<file path="config.mk">
export PLATFORM = sky130hd
export DESIGN_NAME = block_chip_select_decoder
export DESIGN_NICKNAME = d
export VERILOG_FILES = /design/src/common/cs_decoder_pkg.sv /design/src/rtl/block_chip_select_decoder.sv
export SDC_FILE = /design/constraint.sdc
export NUM_CORES = 1
export LEC_CHECK = 0
export ABC_CLOCK_PERIOD_IN_PS = 6400
export BUFFER_PORTS_ARGS = -buffer_cell sky130_fd_sc_hd__buf_4
export CAP_MARGIN = 20
export CORE_MARGIN = 8
export CORE_UTILIZATION = 59
export DETAILED_ROUTE_END_ITERATION = 7
export PLACE_DENSITY_LB_ADDON = 0.12
export SYNTH_ARGS = -nofsm -noshare
export SYNTH_HDL_FRONTEND = slang
export SYNTH_SLANG_ARGS = --single-unit
</file>
<file path="constraint.sdc">
create_clock -name mclk_in -period 6.4 [get_ports mclk_in]
set_input_delay 1.28 -clock mclk_in [delete_from_list [all_inputs] [get_ports mclk_in]]
set_output_delay 1.28 -clock mclk_in [all_outputs]
set_load 0.01 [all_outputs]
</file>
<file path="src/common/cs_decoder_pkg.sv">
// constants and types for the block chip-select decoder
package cs_decoder_pkg;
  localparam int AREA_COUNT = 4;
  localparam int ADDR_WIDTH = 24;
  localparam int DATA_WIDTH = 8;
  localparam int REG_ADDR_WIDTH = 8;
  localparam int INDEX_WIDTH = 3;

  // register map, byte offsets; area n uses base + 4*n
  localparam logic [7:0] START_BASE = 8'h00;
  localparam logic [7:0] MASK_BASE = 8'h01;
  localparam logic [7:0] CTRL_LOW_BASE = 8'h02;
  localparam logic [7:0] CTRL_HIGH_BASE = 8'h03;
  localparam logic [7:0] EXT_CTRL_LOW = 8'h10;
  localparam logic [7:0] EXT_CTRL_HIGH = 8'h11;
  localparam logic [7:0] STATUS_OFFSET = 8'h12;

  // control low: write waits [6:4], read waits [2:0]
  localparam int WRITE_WAIT_LSB = 4;
  localparam int READ_WAIT_LSB = 0;
  // control high: enable [7], map mode [6], recovery [5], bus width [1:0]
  localparam int ENABLE_BIT = 7;
  localparam int MAP_MODE_BIT = 6;
  localparam int RECOVERY_BIT = 5;
  localparam int BUS_WIDTH_LSB = 0;

  typedef enum logic [2:0] {
    WAIT_ZERO = 3'h1,
    WAIT_ONE = 3'h2,
    WAIT_PIN = 3'h3,
    WAIT_TWO = 3'h5,
    WAIT_THREE = 3'h6,
    WAIT_FOUR = 3'h7
  } wait_code_type;

  typedef enum logic [1:0] {
    BUS_8BIT = 2'h0,
    BUS_16BIT = 2'h1
  } bus_width_type;

  localparam logic [2:0] MIN_STATES = 3'h2;
  localparam logic [1:0] STRAP_16BIT = 2'h1;
  localparam logic [1:0] STRAP_8BIT = 2'h2;

  // reset values of the start, mask and control registers, per area
  localparam logic [7:0] RESET_START = 8'h00;
  localparam logic [7:0] RESET_MASK = 8'h00;
  localparam logic [7:0] RESET_CTRL_LOW = 8'h22;
  localparam logic [7:0] RESET_CTRL_HIGH = 8'h00;

  typedef struct packed {
    logic [2:0] write_waits;
    logic [2:0] read_waits;
    logic [1:0] bus_width;
    logic recovery;
    logic map_mode;
    logic enable;
  } area_cfg_type;

  typedef struct packed {
    logic [ADDR_WIDTH-1:0] addr;
    logic write;
    logic valid;
  } bus_req_type;
endpackage : cs_decoder_pkg

</file>
<file path="src/rtl/block_chip_select_decoder.sv">
// block chip-select decoder with per-area wait and bus width control
//
// The register addresses and the strobed register port were decided locally.
`timescale 1ns/1ns
`default_nettype none
// ----------------------------------------------------------------------------
// Overview of operation
// - four programmable areas plus a default external area
// - read and write wait counts set separately per area
// - six wait modes: fixed zero to four, or wait pin
// - each area selects an 8-bit or 16-bit bus
// - straps sampled at reset release: 01 gives 16-bit, 10 gives 8-bit
// - straps matter only right after reset; later the field rules
// - reset enables area 2 only
// - strapped width is loaded into area 2 bus width field
// - after reset area 2 covers the whole 24-bit space
// - each cycle compare address with start, skipping masked bits
// - a match drives that area's chip-select low
// - start field is A23..A16, lower bits zero, 64K granularity
// - mask bit 0 compares, 1 ignores
// - maskable: area0 A20..A8, area1 A21..A8, areas 2,3 A22..A15
// - bits above the maskable range are always compared
// - area 2 map mode 0 spans all, 1 uses start and mask
// - priority: internal io, internal memory, areas 0..3, default
// - unmatched accesses use the default area settings
// - wait codes 001,010,101,110,111 fixed, 011 wait pin
// - wait-pin cycle lasts at least four states, extends while wait is low
// - bus width 00 is 8-bit, 01 is 16-bit
// ----------------------------------------------------------------------------
module block_chip_select_decoder
  import cs_decoder_pkg::*;
(
  input wire logic mclk_in,
  input wire logic rst_in,
  input wire logic [REG_ADDR_WIDTH-1:0] reg_addr_in,
  input wire logic [DATA_WIDTH-1:0] reg_wdata_in,
  input wire logic reg_write_in,
  input wire logic reg_read_in,
  output logic [DATA_WIDTH-1:0] reg_rdata_out,
  input wire logic bus_valid_in,
  input wire logic bus_write_in,
  input wire logic [ADDR_WIDTH-1:0] bus_addr_in,
  input wire logic internal_io_hit_in,
  input wire logic internal_mem_hit_in,
  input wire logic wait_n_in,
  input wire logic bus_width_strap_hi_in,
  input wire logic bus_width_strap_lo_in,
  output logic [AREA_COUNT-1:0] chip_select_n_out,
  output logic default_external_area_out,
  output logic bus_16bit_out,
  output logic recovery_out,
  output logic bus_busy_out,
  output logic bus_done_out
);

  // --------------------------------------------------------------------------
  // synchronisers for pins
  // --------------------------------------------------------------------------
  logic [2:0] pin_meta_reg;
  logic [2:0] pin_sync_reg;
  logic wait_n_sync;
  logic [1:0] strap_sync;

  // no reset: the straps must already be through both stages at reset release
  always_ff @(posedge mclk_in) begin
    pin_meta_reg <= {wait_n_in, bus_width_strap_hi_in, bus_width_strap_lo_in};
    pin_sync_reg <= pin_meta_reg;
  end
  assign wait_n_sync = pin_sync_reg[2];
  assign strap_sync = pin_sync_reg[1:0];

  // --------------------------------------------------------------------------
  // configuration registers
  // --------------------------------------------------------------------------
  logic [7:0] start_reg [AREA_COUNT];
  logic [7:0] start_next [AREA_COUNT];
  logic [7:0] mask_reg [AREA_COUNT];
  logic [7:0] mask_next [AREA_COUNT];
  area_cfg_type cfg_reg [AREA_COUNT+1];
  area_cfg_type cfg_next [AREA_COUNT+1];
  logic strap_done_reg;
  logic strap_done_next;
  logic strap_bad_reg;
  logic strap_bad_next;
  logic [DATA_WIDTH-1:0] rdata_reg;
  logic [DATA_WIDTH-1:0] rdata_next;
  logic [7:0] status_byte;

  function automatic logic [7:0] area_offset(input logic [7:0] base, input int idx);
    area_offset = base + 8'(idx * 4);
  endfunction

  function automatic area_cfg_type cfg_from_bytes(input logic [7:0] low, input logic [7:0] high);
    area_cfg_type c;
    c.write_waits = low[WRITE_WAIT_LSB +: 3];
    c.read_waits = low[READ_WAIT_LSB +: 3];
    c.enable = high[ENABLE_BIT];
    c.map_mode = high[MAP_MODE_BIT];
    c.recovery = high[RECOVERY_BIT];
    c.bus_width = high[BUS_WIDTH_LSB +: 2];
    cfg_from_bytes = c;
  endfunction

  function automatic logic [7:0] cfg_low_byte(input area_cfg_type c);
    logic [7:0] b;
    b = 8'h00;
    b[WRITE_WAIT_LSB +: 3] = c.write_waits;
    b[READ_WAIT_LSB +: 3] = c.read_waits;
    cfg_low_byte = b;
  endfunction

  function automatic logic [7:0] cfg_high_byte(input area_cfg_type c);
    logic [7:0] b;
    b = 8'h00;
    b[ENABLE_BIT] = c.enable;
    b[MAP_MODE_BIT] = c.map_mode;
    b[RECOVERY_BIT] = c.recovery;
    b[BUS_WIDTH_LSB +: 2] = c.bus_width;
    cfg_high_byte = b;
  endfunction

  // slot AREA_COUNT is the default external area
  function automatic logic [7:0] ctrl_low_addr(input int idx);
    ctrl_low_addr = (idx == AREA_COUNT) ? EXT_CTRL_LOW : area_offset(CTRL_LOW_BASE, idx);
  endfunction

  function automatic logic [7:0] ctrl_high_addr(input int idx);
    ctrl_high_addr = (idx == AREA_COUNT) ? EXT_CTRL_HIGH : area_offset(CTRL_HIGH_BASE, idx);
  endfunction

  assign status_byte = {5'h00, strap_bad_reg, strap_done_reg, bus_busy_out};

  always_comb begin
    strap_done_next = strap_done_reg;
    strap_bad_next = strap_bad_reg;
    rdata_next = 8'h00;
    for (int i = 0; i < AREA_COUNT; i++) begin
      start_next[i] = start_reg[i];
      mask_next[i] = mask_reg[i];
    end
    for (int i = 0; i <= AREA_COUNT; i++) begin
      cfg_next[i] = cfg_reg[i];
    end
    if (reg_write_in) begin
      for (int i = 0; i < AREA_COUNT; i++) begin
        if (reg_addr_in == area_offset(START_BASE, i)) start_next[i] = reg_wdata_in;
        if (reg_addr_in == area_offset(MASK_BASE, i)) mask_next[i] = reg_wdata_in;
      end
      for (int i = 0; i <= AREA_COUNT; i++) begin
        if (reg_addr_in == ctrl_low_addr(i)) begin
          cfg_next[i] = cfg_from_bytes(reg_wdata_in, cfg_high_byte(cfg_reg[i]));
        end
        if (reg_addr_in == ctrl_high_addr(i)) begin
          cfg_next[i] = cfg_from_bytes(cfg_low_byte(cfg_reg[i]), reg_wdata_in);
        end
      end
    end
    // straps taken once, first clock after release, into area 2 width
    if (!strap_done_reg) begin
      strap_done_next = 1'b1;
      strap_bad_next = (strap_sync != STRAP_16BIT) && (strap_sync != STRAP_8BIT);
      cfg_next[2].bus_width = (strap_sync == STRAP_16BIT) ? BUS_16BIT : BUS_8BIT;
    end
    if (reg_read_in) begin
      for (int i = 0; i < AREA_COUNT; i++) begin
        if (reg_addr_in == area_offset(START_BASE, i)) rdata_next = start_reg[i];
        if (reg_addr_in == area_offset(MASK_BASE, i)) rdata_next = mask_reg[i];
      end
      for (int i = 0; i <= AREA_COUNT; i++) begin
        if (reg_addr_in == ctrl_low_addr(i)) rdata_next = cfg_low_byte(cfg_reg[i]);
        if (reg_addr_in == ctrl_high_addr(i)) rdata_next = cfg_high_byte(cfg_reg[i]);
      end
      if (reg_addr_in == STATUS_OFFSET) rdata_next = status_byte;
    end
  end

  always_ff @(posedge mclk_in or posedge rst_in) begin
    if (rst_in) begin
      for (int i = 0; i < AREA_COUNT; i++) begin
        start_reg[i] <= RESET_START;
        mask_reg[i] <= RESET_MASK;
      end
      for (int i = 0; i <= AREA_COUNT; i++) begin
        cfg_reg[i] <= cfg_from_bytes(RESET_CTRL_LOW, RESET_CTRL_HIGH);
      end
      cfg_reg[2].enable <= 1'b1;
      strap_done_reg <= 1'b0;
      strap_bad_reg <= 1'b0;
      rdata_reg <= 8'h00;
    end else begin
      start_reg <= start_next;
      mask_reg <= mask_next;
      cfg_reg <= cfg_next;
      strap_done_reg <= strap_done_next;
      strap_bad_reg <= strap_bad_next;
      rdata_reg <= rdata_next;
    end
  end
  assign reg_rdata_out = rdata_reg;

  // --------------------------------------------------------------------------
  // address decode
  // --------------------------------------------------------------------------
  // builds a 24-bit ignore mask from the 8-bit mask register
  function automatic logic [ADDR_WIDTH-1:0] ignore_bits(input int idx, input logic [7:0] m);
    logic [ADDR_WIDTH-1:0] ig;
    ig = '0;
    case (idx)
      0: begin
        ig[20:16] = m[4:0];
        ig[15:9] = {7{m[5]}};
        ig[8] = m[6];
      end
      1: begin
        ig[21:16] = m[7:2];
        ig[15:9] = {7{m[1]}};
        ig[8] = m[0];
      end
      default: ig[22:15] = m;
    endcase
    // unmaskable low bits below the range are don't care
    if (idx >= 2) ig[14:0] = '1;
    else ig[7:0] = '1;
    ignore_bits = ig;
  endfunction

  logic [AREA_COUNT-1:0] area_match;
  logic [AREA_COUNT-1:0] area_sel;
  logic ext_sel;
  logic [INDEX_WIDTH-1:0] sel_index;
  logic [ADDR_WIDTH-1:0] start_full;
  logic [ADDR_WIDTH-1:0] ignore_full;

  always_comb begin
    area_match = '0;
    start_full = '0;
    ignore_full = '0;
    for (int i = 0; i < AREA_COUNT; i++) begin
      start_full = {start_reg[i], 16'h0000};
      ignore_full = ignore_bits(i, mask_reg[i]);
      area_match[i] = cfg_reg[i].enable &&
        (((bus_addr_in ^ start_full) & ~ignore_full) == '0);
      if (i == 2 && !cfg_reg[i].map_mode) area_match[i] = cfg_reg[i].enable;
    end
    area_sel = '0;
    ext_sel = 1'b0;
    sel_index = INDEX_WIDTH'(AREA_COUNT);
    if (!internal_io_hit_in && !internal_mem_hit_in) begin
      ext_sel = 1'b1;
      for (int i = AREA_COUNT - 1; i >= 0; i--) begin
        if (area_match[i]) sel_index = INDEX_WIDTH'(i);
      end
      if (sel_index != INDEX_WIDTH'(AREA_COUNT)) begin
        area_sel[sel_index[1:0]] = 1'b1;
        ext_sel = 1'b0;
      end
    end
  end

  // --------------------------------------------------------------------------
  // bus cycle timing
  // --------------------------------------------------------------------------
  typedef enum logic [1:0] {
    IDLE = 2'b00,
    ACTIVE = 2'b01
  } cycle_state_type;

  localparam logic [2:0] SYNC_LAG = 3'h2;

  function automatic logic [2:0] fixed_states(input logic [2:0] code);
    case (code)
      WAIT_ZERO: fixed_states = 3'h2;
      WAIT_TWO: fixed_states = 3'h4;
      WAIT_THREE: fixed_states = 3'h5;
      WAIT_FOUR: fixed_states = 3'h6;
      default: fixed_states = 3'h3;
    endcase
  endfunction

  cycle_state_type state_reg;
  cycle_state_type state_next;
  logic [2:0] count_reg;
  logic [2:0] count_next;
  logic [2:0] target_reg;
  logic [2:0] target_next;
  logic pin_mode_reg;
  logic pin_mode_next;
  logic [AREA_COUNT-1:0] cs_n_reg;
  logic [AREA_COUNT-1:0] cs_n_next;
  logic ext_reg;
  logic ext_next;
  logic wide_reg;
  logic wide_next;
  logic rec_reg;
  logic rec_next;
  logic done_reg;
  logic done_next;
  logic [2:0] wait_code;
  area_cfg_type sel_cfg;

  always_comb begin
    sel_cfg = cfg_reg[sel_index];
    wait_code = bus_write_in ? sel_cfg.write_waits : sel_cfg.read_waits;
    state_next = state_reg;
    count_next = count_reg;
    target_next = target_reg;
    pin_mode_next = pin_mode_reg;
    cs_n_next = cs_n_reg;
    ext_next = ext_reg;
    wide_next = wide_reg;
    rec_next = rec_reg;
    done_next = 1'b0;
    case (state_reg)
      IDLE: begin
        // valid still stands at the done edge; taking it would start a phantom cycle
        if (bus_valid_in && !done_reg && (ext_sel || area_sel != '0)) begin
          state_next = ACTIVE;
          count_next = 3'h1;
          pin_mode_next = (wait_code == WAIT_PIN);
          // the pin reaches wait_n_sync two clocks late, so pin mode lasts longer
          target_next = (wait_code == WAIT_PIN) ? (MIN_STATES + SYNC_LAG) :
            fixed_states(wait_code);
          cs_n_next = ~area_sel;
          ext_next = ext_sel;
          wide_next = (sel_cfg.bus_width == BUS_16BIT);
          rec_next = sel_cfg.recovery;
        end
      end
      ACTIVE: begin
        if (count_reg >= target_reg && (!pin_mode_reg || wait_n_sync)) begin
          state_next = IDLE;
          done_next = 1'b1;
          cs_n_next = '1;
          ext_next = 1'b0;
          wide_next = 1'b0;
          rec_next = 1'b0;
        end else if (count_reg < target_reg) begin
          count_next = count_reg + 3'h1;
        end
      end
      default: state_next = IDLE;
    endcase
  end

  always_ff @(posedge mclk_in or posedge rst_in) begin
    if (rst_in) begin
      state_reg <= IDLE;
      count_reg <= 3'h0;
      target_reg <= 3'h0;
      pin_mode_reg <= 1'b0;
      cs_n_reg <= '1;
      ext_reg <= 1'b0;
      wide_reg <= 1'b0;
      rec_reg <= 1'b0;
      done_reg <= 1'b0;
    end else begin
      state_reg <= state_next;
      count_reg <= count_next;
      target_reg <= target_next;
      pin_mode_reg <= pin_mode_next;
      cs_n_reg <= cs_n_next;
      ext_reg <= ext_next;
      wide_reg <= wide_next;
      rec_reg <= rec_next;
      done_reg <= done_next;
    end
  end

  assign chip_select_n_out = cs_n_reg;
  assign default_external_area_out = ext_reg;
  assign bus_16bit_out = wide_reg;
  assign recovery_out = rec_reg;
  assign bus_busy_out = (state_reg == ACTIVE);
  assign bus_done_out = done_reg;
endmodule : block_chip_select_decoder
`default_nettype wire

</file>
# Word-level counts from Yosys, hierarchy flattened
# Cells that the tools add are included.
# word_totals
ff_bits,152
in_bits,51
output_inout_bits,17
word_cells,227
# op_classes
add_sub_neg,1
n_lt_le_gt_ge,5
n_eq_ne,35
n_mux,68
bitwise_logic,19
n_reduce_logical,47
# op_table
op,count
two-way mux 8 bit,20
bitwise AND 24 bit,4
zero test 24 bit,4
bitwise XOR 24 bit,4
two-way mux 11 bit,6
"equality test 8 x 4 -> 1 bit, second input constant",8
NOT 23 -> 24 bit,2
binary-select mux 11 bit (select 3 bit),1
two-way mux 3 bit,11
"equality test 8 x 3 -> 1 bit, second input constant",4
AND reduction 2 bit,16
two-way mux 27 bit,1
"equality test 8 x 5 -> 1 bit, second input constant",3
NOT 21 -> 24 bit,1
NOT 22 -> 24 bit,1
AND reduction 3 bit,6
"equality test 8 x 2 -> 1 bit, second input constant",2
two-way mux 4 bit,4
two-way mux 5 bit,3
one-hot mux 3 bit (4 select lines),1
two-way mux 1 bit,11
logical AND 1 bit,10
"equality test 3 bit, second input constant",3
"equality test 8 x 1 -> 1 bit, second input constant",1
28 further kinds,48

# Logic depth before layout (Yosys ltp)
# depth
depth_word,21
ltp_mapped,13
mapped_depth_nobuf,11

# Least setup slack after synthesis
# Ideal clock, no wire load.
# synth_path
path_kind,input to register
from,in bus_addr_in[13]
to,reg target_reg[1]
t_arrival_ns,4.051
required_time_ns,6.279
slack_ns,2.228
stages,12
path_buffers,1
cell_sequence,nor4_4 -> a21oi_1 -> or4_4 -> nor4_4 -> a21oi_2 -> nor2_4 -> buf_6 -> o221ai_2 -> a32o_1 -> or3_1 -> a21o_1 -> a22o_1
# synth_via
elab_chain_len,19
# synth_rtl
item,line_no,rtl
"start, declared",block_chip_select_decoder.sv:42,"input wire logic [ADDR_WIDTH-1:0] bus_addr_in,"
bitwise XOR 24 bit,block_chip_select_decoder.sv:242,(((bus_addr_in ^ start_full) & ~ignore_full) == '0);
bitwise AND 24 bit,block_chip_select_decoder.sv:242,
zero test 24 bit,block_chip_select_decoder.sv:242,
logical AND 1 bit,block_chip_select_decoder.sv:241,area_match[i] = cfg_reg[i].enable &&
two-way mux 3 bit / two-way mux 1 bit (equally long branches),"block_chip_select_decoder.sv:251, block_chip_select_decoder.sv:243",
two-way mux 3 bit (2 in a row),block_chip_select_decoder.sv:251,if (area_match[i]) sel_index = INDEX_WIDTH'(i);
two-way mux 3 bit *,block_chip_select_decoder.sv:251,
two-way mux 3 bit *,block_chip_select_decoder.sv:248,if (!internal_io_hit_in && !internal_mem_hit_in) begin
[2 not listed],--,
two-way mux 1 bit (implied by the code),block_chip_select_decoder.sv:254,area_sel[sel_index[1:0]] = 1'b1;
demux 1 bit (select 2 bit),block_chip_select_decoder.sv:254,
two-way mux 4 bit,block_chip_select_decoder.sv:253,if (sel_index != INDEX_WIDTH'(AREA_COUNT)) begin
two-way mux 4 bit,block_chip_select_decoder.sv:248,
nonzero test 4 bit,block_chip_select_decoder.sv:316,if (bus_valid_in && !done_reg && (ext_sel || area_sel != '0)) begin
logical OR 1 bit,block_chip_select_decoder.sv:316,
logical AND 1 bit,block_chip_select_decoder.sv:316,
AND reduction 2 bit (no source line),--,
"end signal, assigned",block_chip_select_decoder.sv:359,target_reg <= target_next;
"end, declared",block_chip_select_decoder.sv:284,logic [2:0] target_reg;
# Mark *: on every way between the ends. The rest lies on a longest branch, timed or not. The select of a mux whose other input is x is not followed.
# A chain may end at the register's enable or synchronous reset.

# Worst setup path in the final report
# Same ends and word-level chain as after synthesis.

==> flow_summary.toml <==
[cells_and_area]
fill_cells = 1003
multiInputGateArea_um2 = 3910
diodes = 0
stdcell_area_um2 = 9070
seqCellArea_um2 = 3770
fin_cells = 946
largest_register_ffs = 55
drive_gt1_frac = 0.327
num-nets-final = 813
area_growth_pct = 15.0

[yosys]
yosysWarnings = 0
syn_nets = 766
ys_ff_latch = 151
syn-cell-area_um2 = 7890
synth_area_per_cell_um2 = 11.1
seq_area_frac_synth = 0.478
synth_flop_cell = "dfrtp_1"
syn_inst = 710
synth_edf_count = 0
yosysUniqueCellTypes = 71
async_flop_share = 0.960

[placed_design]
gp_congestion = 0.994
io_buffers = 59
pre_cts_ws_ps = 1600
dp.cells = 914
dp.final_hpwl_um = 17200
place_area_um2 = 8450

[timing]
max_freq_mhz = 226
post-route-period-util = 0.693
finalMaxSlewViolations = 0
tightest_slew_ps = 851
fin_ws_ps = 1970
tns_ps = 0
period_needed_ps = 4430
clock_skew_ps = 7.73
final_hold_viol_count = 0
slew_headroom = 0.425
setup_viol = 0
rsz0062_at_grt = "no"

[clock_network]
cts_made_buffers = 17
clock_sinks = 151
cts-resized-gates = 0
clock_latency_ps = 430
ctsRootBufferMaster = "clkbuf_16"
cts_tree = "built"
cts_buffer_depth = 2
clk_pin_slew_ps = 60
cts_max_level = 4
ctsHoldBuffers = 0
postCtsSetupRepairBufs = 0

[route]
drc = 0
drt-initial-drc-count = 834
vias = 6323
routed_wl_um = 24300
wl_per_cell_um = 25.7
firstDrtPassIters = 6
ant_nets = 0
viasPerCell = 6.68

[floorplanning]
num_rows = 42
die_x_um = 132
io_pins = 68
die_y_um = 132
initial_core_util = 0.600
dieArea_um2 = 17300
core_area_um2 = 13100

[grt]
antenna_found_initial = 0
grt_pass1_wl_um = 38100
grt_overflow = 0
grt_max_degree = 85
grt_usage = 0.284
first_global_vias = 6234

[run]
maxCapViolCount = 0

[worst_hold_path]
hold_class = "reg2reg"
whs_endpoint = "pin_sync_reg[1]$_DFF_P_"
holdPathStages = 0
worstHoldStart = "pin_meta_reg[1]$_DFF_P_"

[status]
status = "finished, final reports clean"

[setup_path]
crit_path_cell_trace = "buf_4 > nor4_4 > a21oi_1 > or4_4 > nor4_4 > a21oi_2 > nor2_4 > mux2i_1 > o2111a_1 > or3_1 > a21o_1 > a22o_1"
slowest_delay_ps = 620
crit_top_cell = "nor4_4"
setup.worst_path.end_class = "flop"
r2r_start = "start_reg[20]$_DFFE_PP0P_"
crit_path_max_fanout = 11
setup.worst_path.start_class = "input port"
cp_data_required_time_ps = 6710
cp.arrival_ps = 4740
r2r_end = "target_reg[1]$_DFFE_PP0P_"
r2r_slack_ps = 2680
rr_worst_depth = 11
critPathKind = "in2reg"
cp_slowest_cell = "nor4_4"

[pwr]
p_leak_nw = 4.04
vdd.ir_drop.worst_uv = 271
p_per_area_nw_per_um2 = 270
==> worst max-delay path, delay by kind of cell <==
family                 cells  cell delay, ps
AOI/OAI and AO/OA          5             970
muxes                      1             140
and+or+nand+nor            5            2240
buffers and inverters      1             120
==> area by class of cell <==
class,instances,area share
clock buffer,20,0.0504
clock inverter,12,0.0185
inverter,17,0.00759
multi-input combinational,506,0.431
sequential,151,0.415
tap,176,0.0243
timing repair buffer,64,0.0530
==> how the worst max path moves through the flow <==
| stage | startpoint | endpoint | slack (ps) | depth (start not counted) |
|---|---|---|---|---|
| final | bus_addr_in[13] | target_reg[1]$_DFFE_PP0P_ | 1970 | 12 |
| after global routing | bus_addr_in[10] | target_reg[1]$_DFFE_PP0P_ | 1850 | 12 |
| after CTS | bus_addr_in[13] | target_reg[1]$_DFFE_PP0P_ | 2040 | 12 |
| after detailed placement | bus_addr_in[13] | target_reg[1]$_DFFE_PP0P_ | 1600 | 12 |
| after global placement | bus_addr_in[13] | target_reg[1]$_DFFE_PP0P_ | 1680 | 12 |
| after floorplan | rst_in | bus_16bit_out$_DFFE_PP0P_ | 1250 | 1 |
==> cell families after synthesis <==
logic type,Yosys count,synth area share
fa+ha+maj,5,0.00793
other cells,1,0.000476
simple gates,171,0.114
compound gates,161,0.145
flops,151,0.478
mux,135,0.191
xor+xnor,33,0.0367
buf+inv,53,0.0265
==> layer usage <==
layer	GRT usage	vias to the layer above	part of all wire
li1	-	2731	-
met1	0.365	3158	0.41
met2	0.453	364	0.47
met3	0.0655	70	0.081
met4	0.119	0	0.038
met5	0	-	0
==> per-stage QoR <==
| step | hold WS, ps | power [mW] | utilization |
|---|---|---|---|
| global route | 332 | 2.53 | 0.690 |
| global placement | 310 | 1.39 | 0.643 |
| floorplan | 310 | 1.28 | - |
| CTS | 327 | 2.45 | 0.690 |
| finish | 327 | 2.45 | 0.690 |
| detailed placement | 312 | 1.40 | 0.643 |
==> where the power goes <==
group	internal (mW)	total, mW	switching (mW)
logic	0.132	0.303	0.172
clock network	0.641	1.06	0.419
registers	1.02	1.08	0.0616
total	1.80	2.45	0.652
==> cells in the final DEF, fill, tap and decap left out, types with 3 or more instances in the layout <==
cell type   instances
or3_1               3
dfxtp_1             6
a221oi_1            4
inv_6               3
o221ai_1            3
clkbuf_16          17
o211ai_1            7
a211oi_1            4
xor2_1              5
and2_1              6
inv_1              16
mux2_2            125
or2_2               4
xnor2_1            28
a21oi_1            31
buf_4              64
nor4_1              4
dfrtp_1           130
a31oi_1             7
and3_1              5
clkinvlp_4          3
o21ai_0            26
o311ai_0            3
ha_1                5
nor2_1             36
a222oi_1            5
nand3b_1            4
nor3_1             13
nand2_1            43
nand2b_1            7
a22oi_1            17
o21a_1              3
bufinv_16           3
nor2b_1             6
a22o_1              3
nand3_1            26
o22ai_1            18
mux2i_1            10
clkinv_4            3
dfstp_2            15
==> cells in the mapped netlist (3+ instances only) <==
cell	instances	area share
o21a_1	3	0.0029
a221oi_1	4	0.0044
a22oi_1	17	0.016
or2_2	4	0.0032
dfxtp_1	6	0.015
o221ai_1	3	0.0033
o311ai_0	3	0.0033
buf_1	3	0.0014
nand3b_1	4	0.0038
o21ai_0	26	0.017
mux2_2	125	0.18
clkbuf_1	30	0.014
nand2b_1	7	0.0056
xor2_1	5	0.0056
mux2i_1	10	0.013
a222oi_1	5	0.0063
o22ai_1	18	0.014
a22o_1	3	0.0033
nand2_1	43	0.020
nor4_1	4	0.0032
a31oi_1	7	0.0056
dfrtp_1	130	0.41
a211oi_1	4	0.0038
nor2b_1	6	0.0048
inv_1	17	0.0081
dfstp_2	15	0.050
ha_1	5	0.0079
a21oi_1	31	0.020
and2_1	6	0.0048
o211ai_1	7	0.0067
nor2_1	36	0.017
or3_1	3	0.0024
nor3_1	13	0.0083
and3_1	5	0.0040
xnor2_1	28	0.031
nand3_1	26	0.017
No activity file was read; power rests on OpenSTA's default activity.
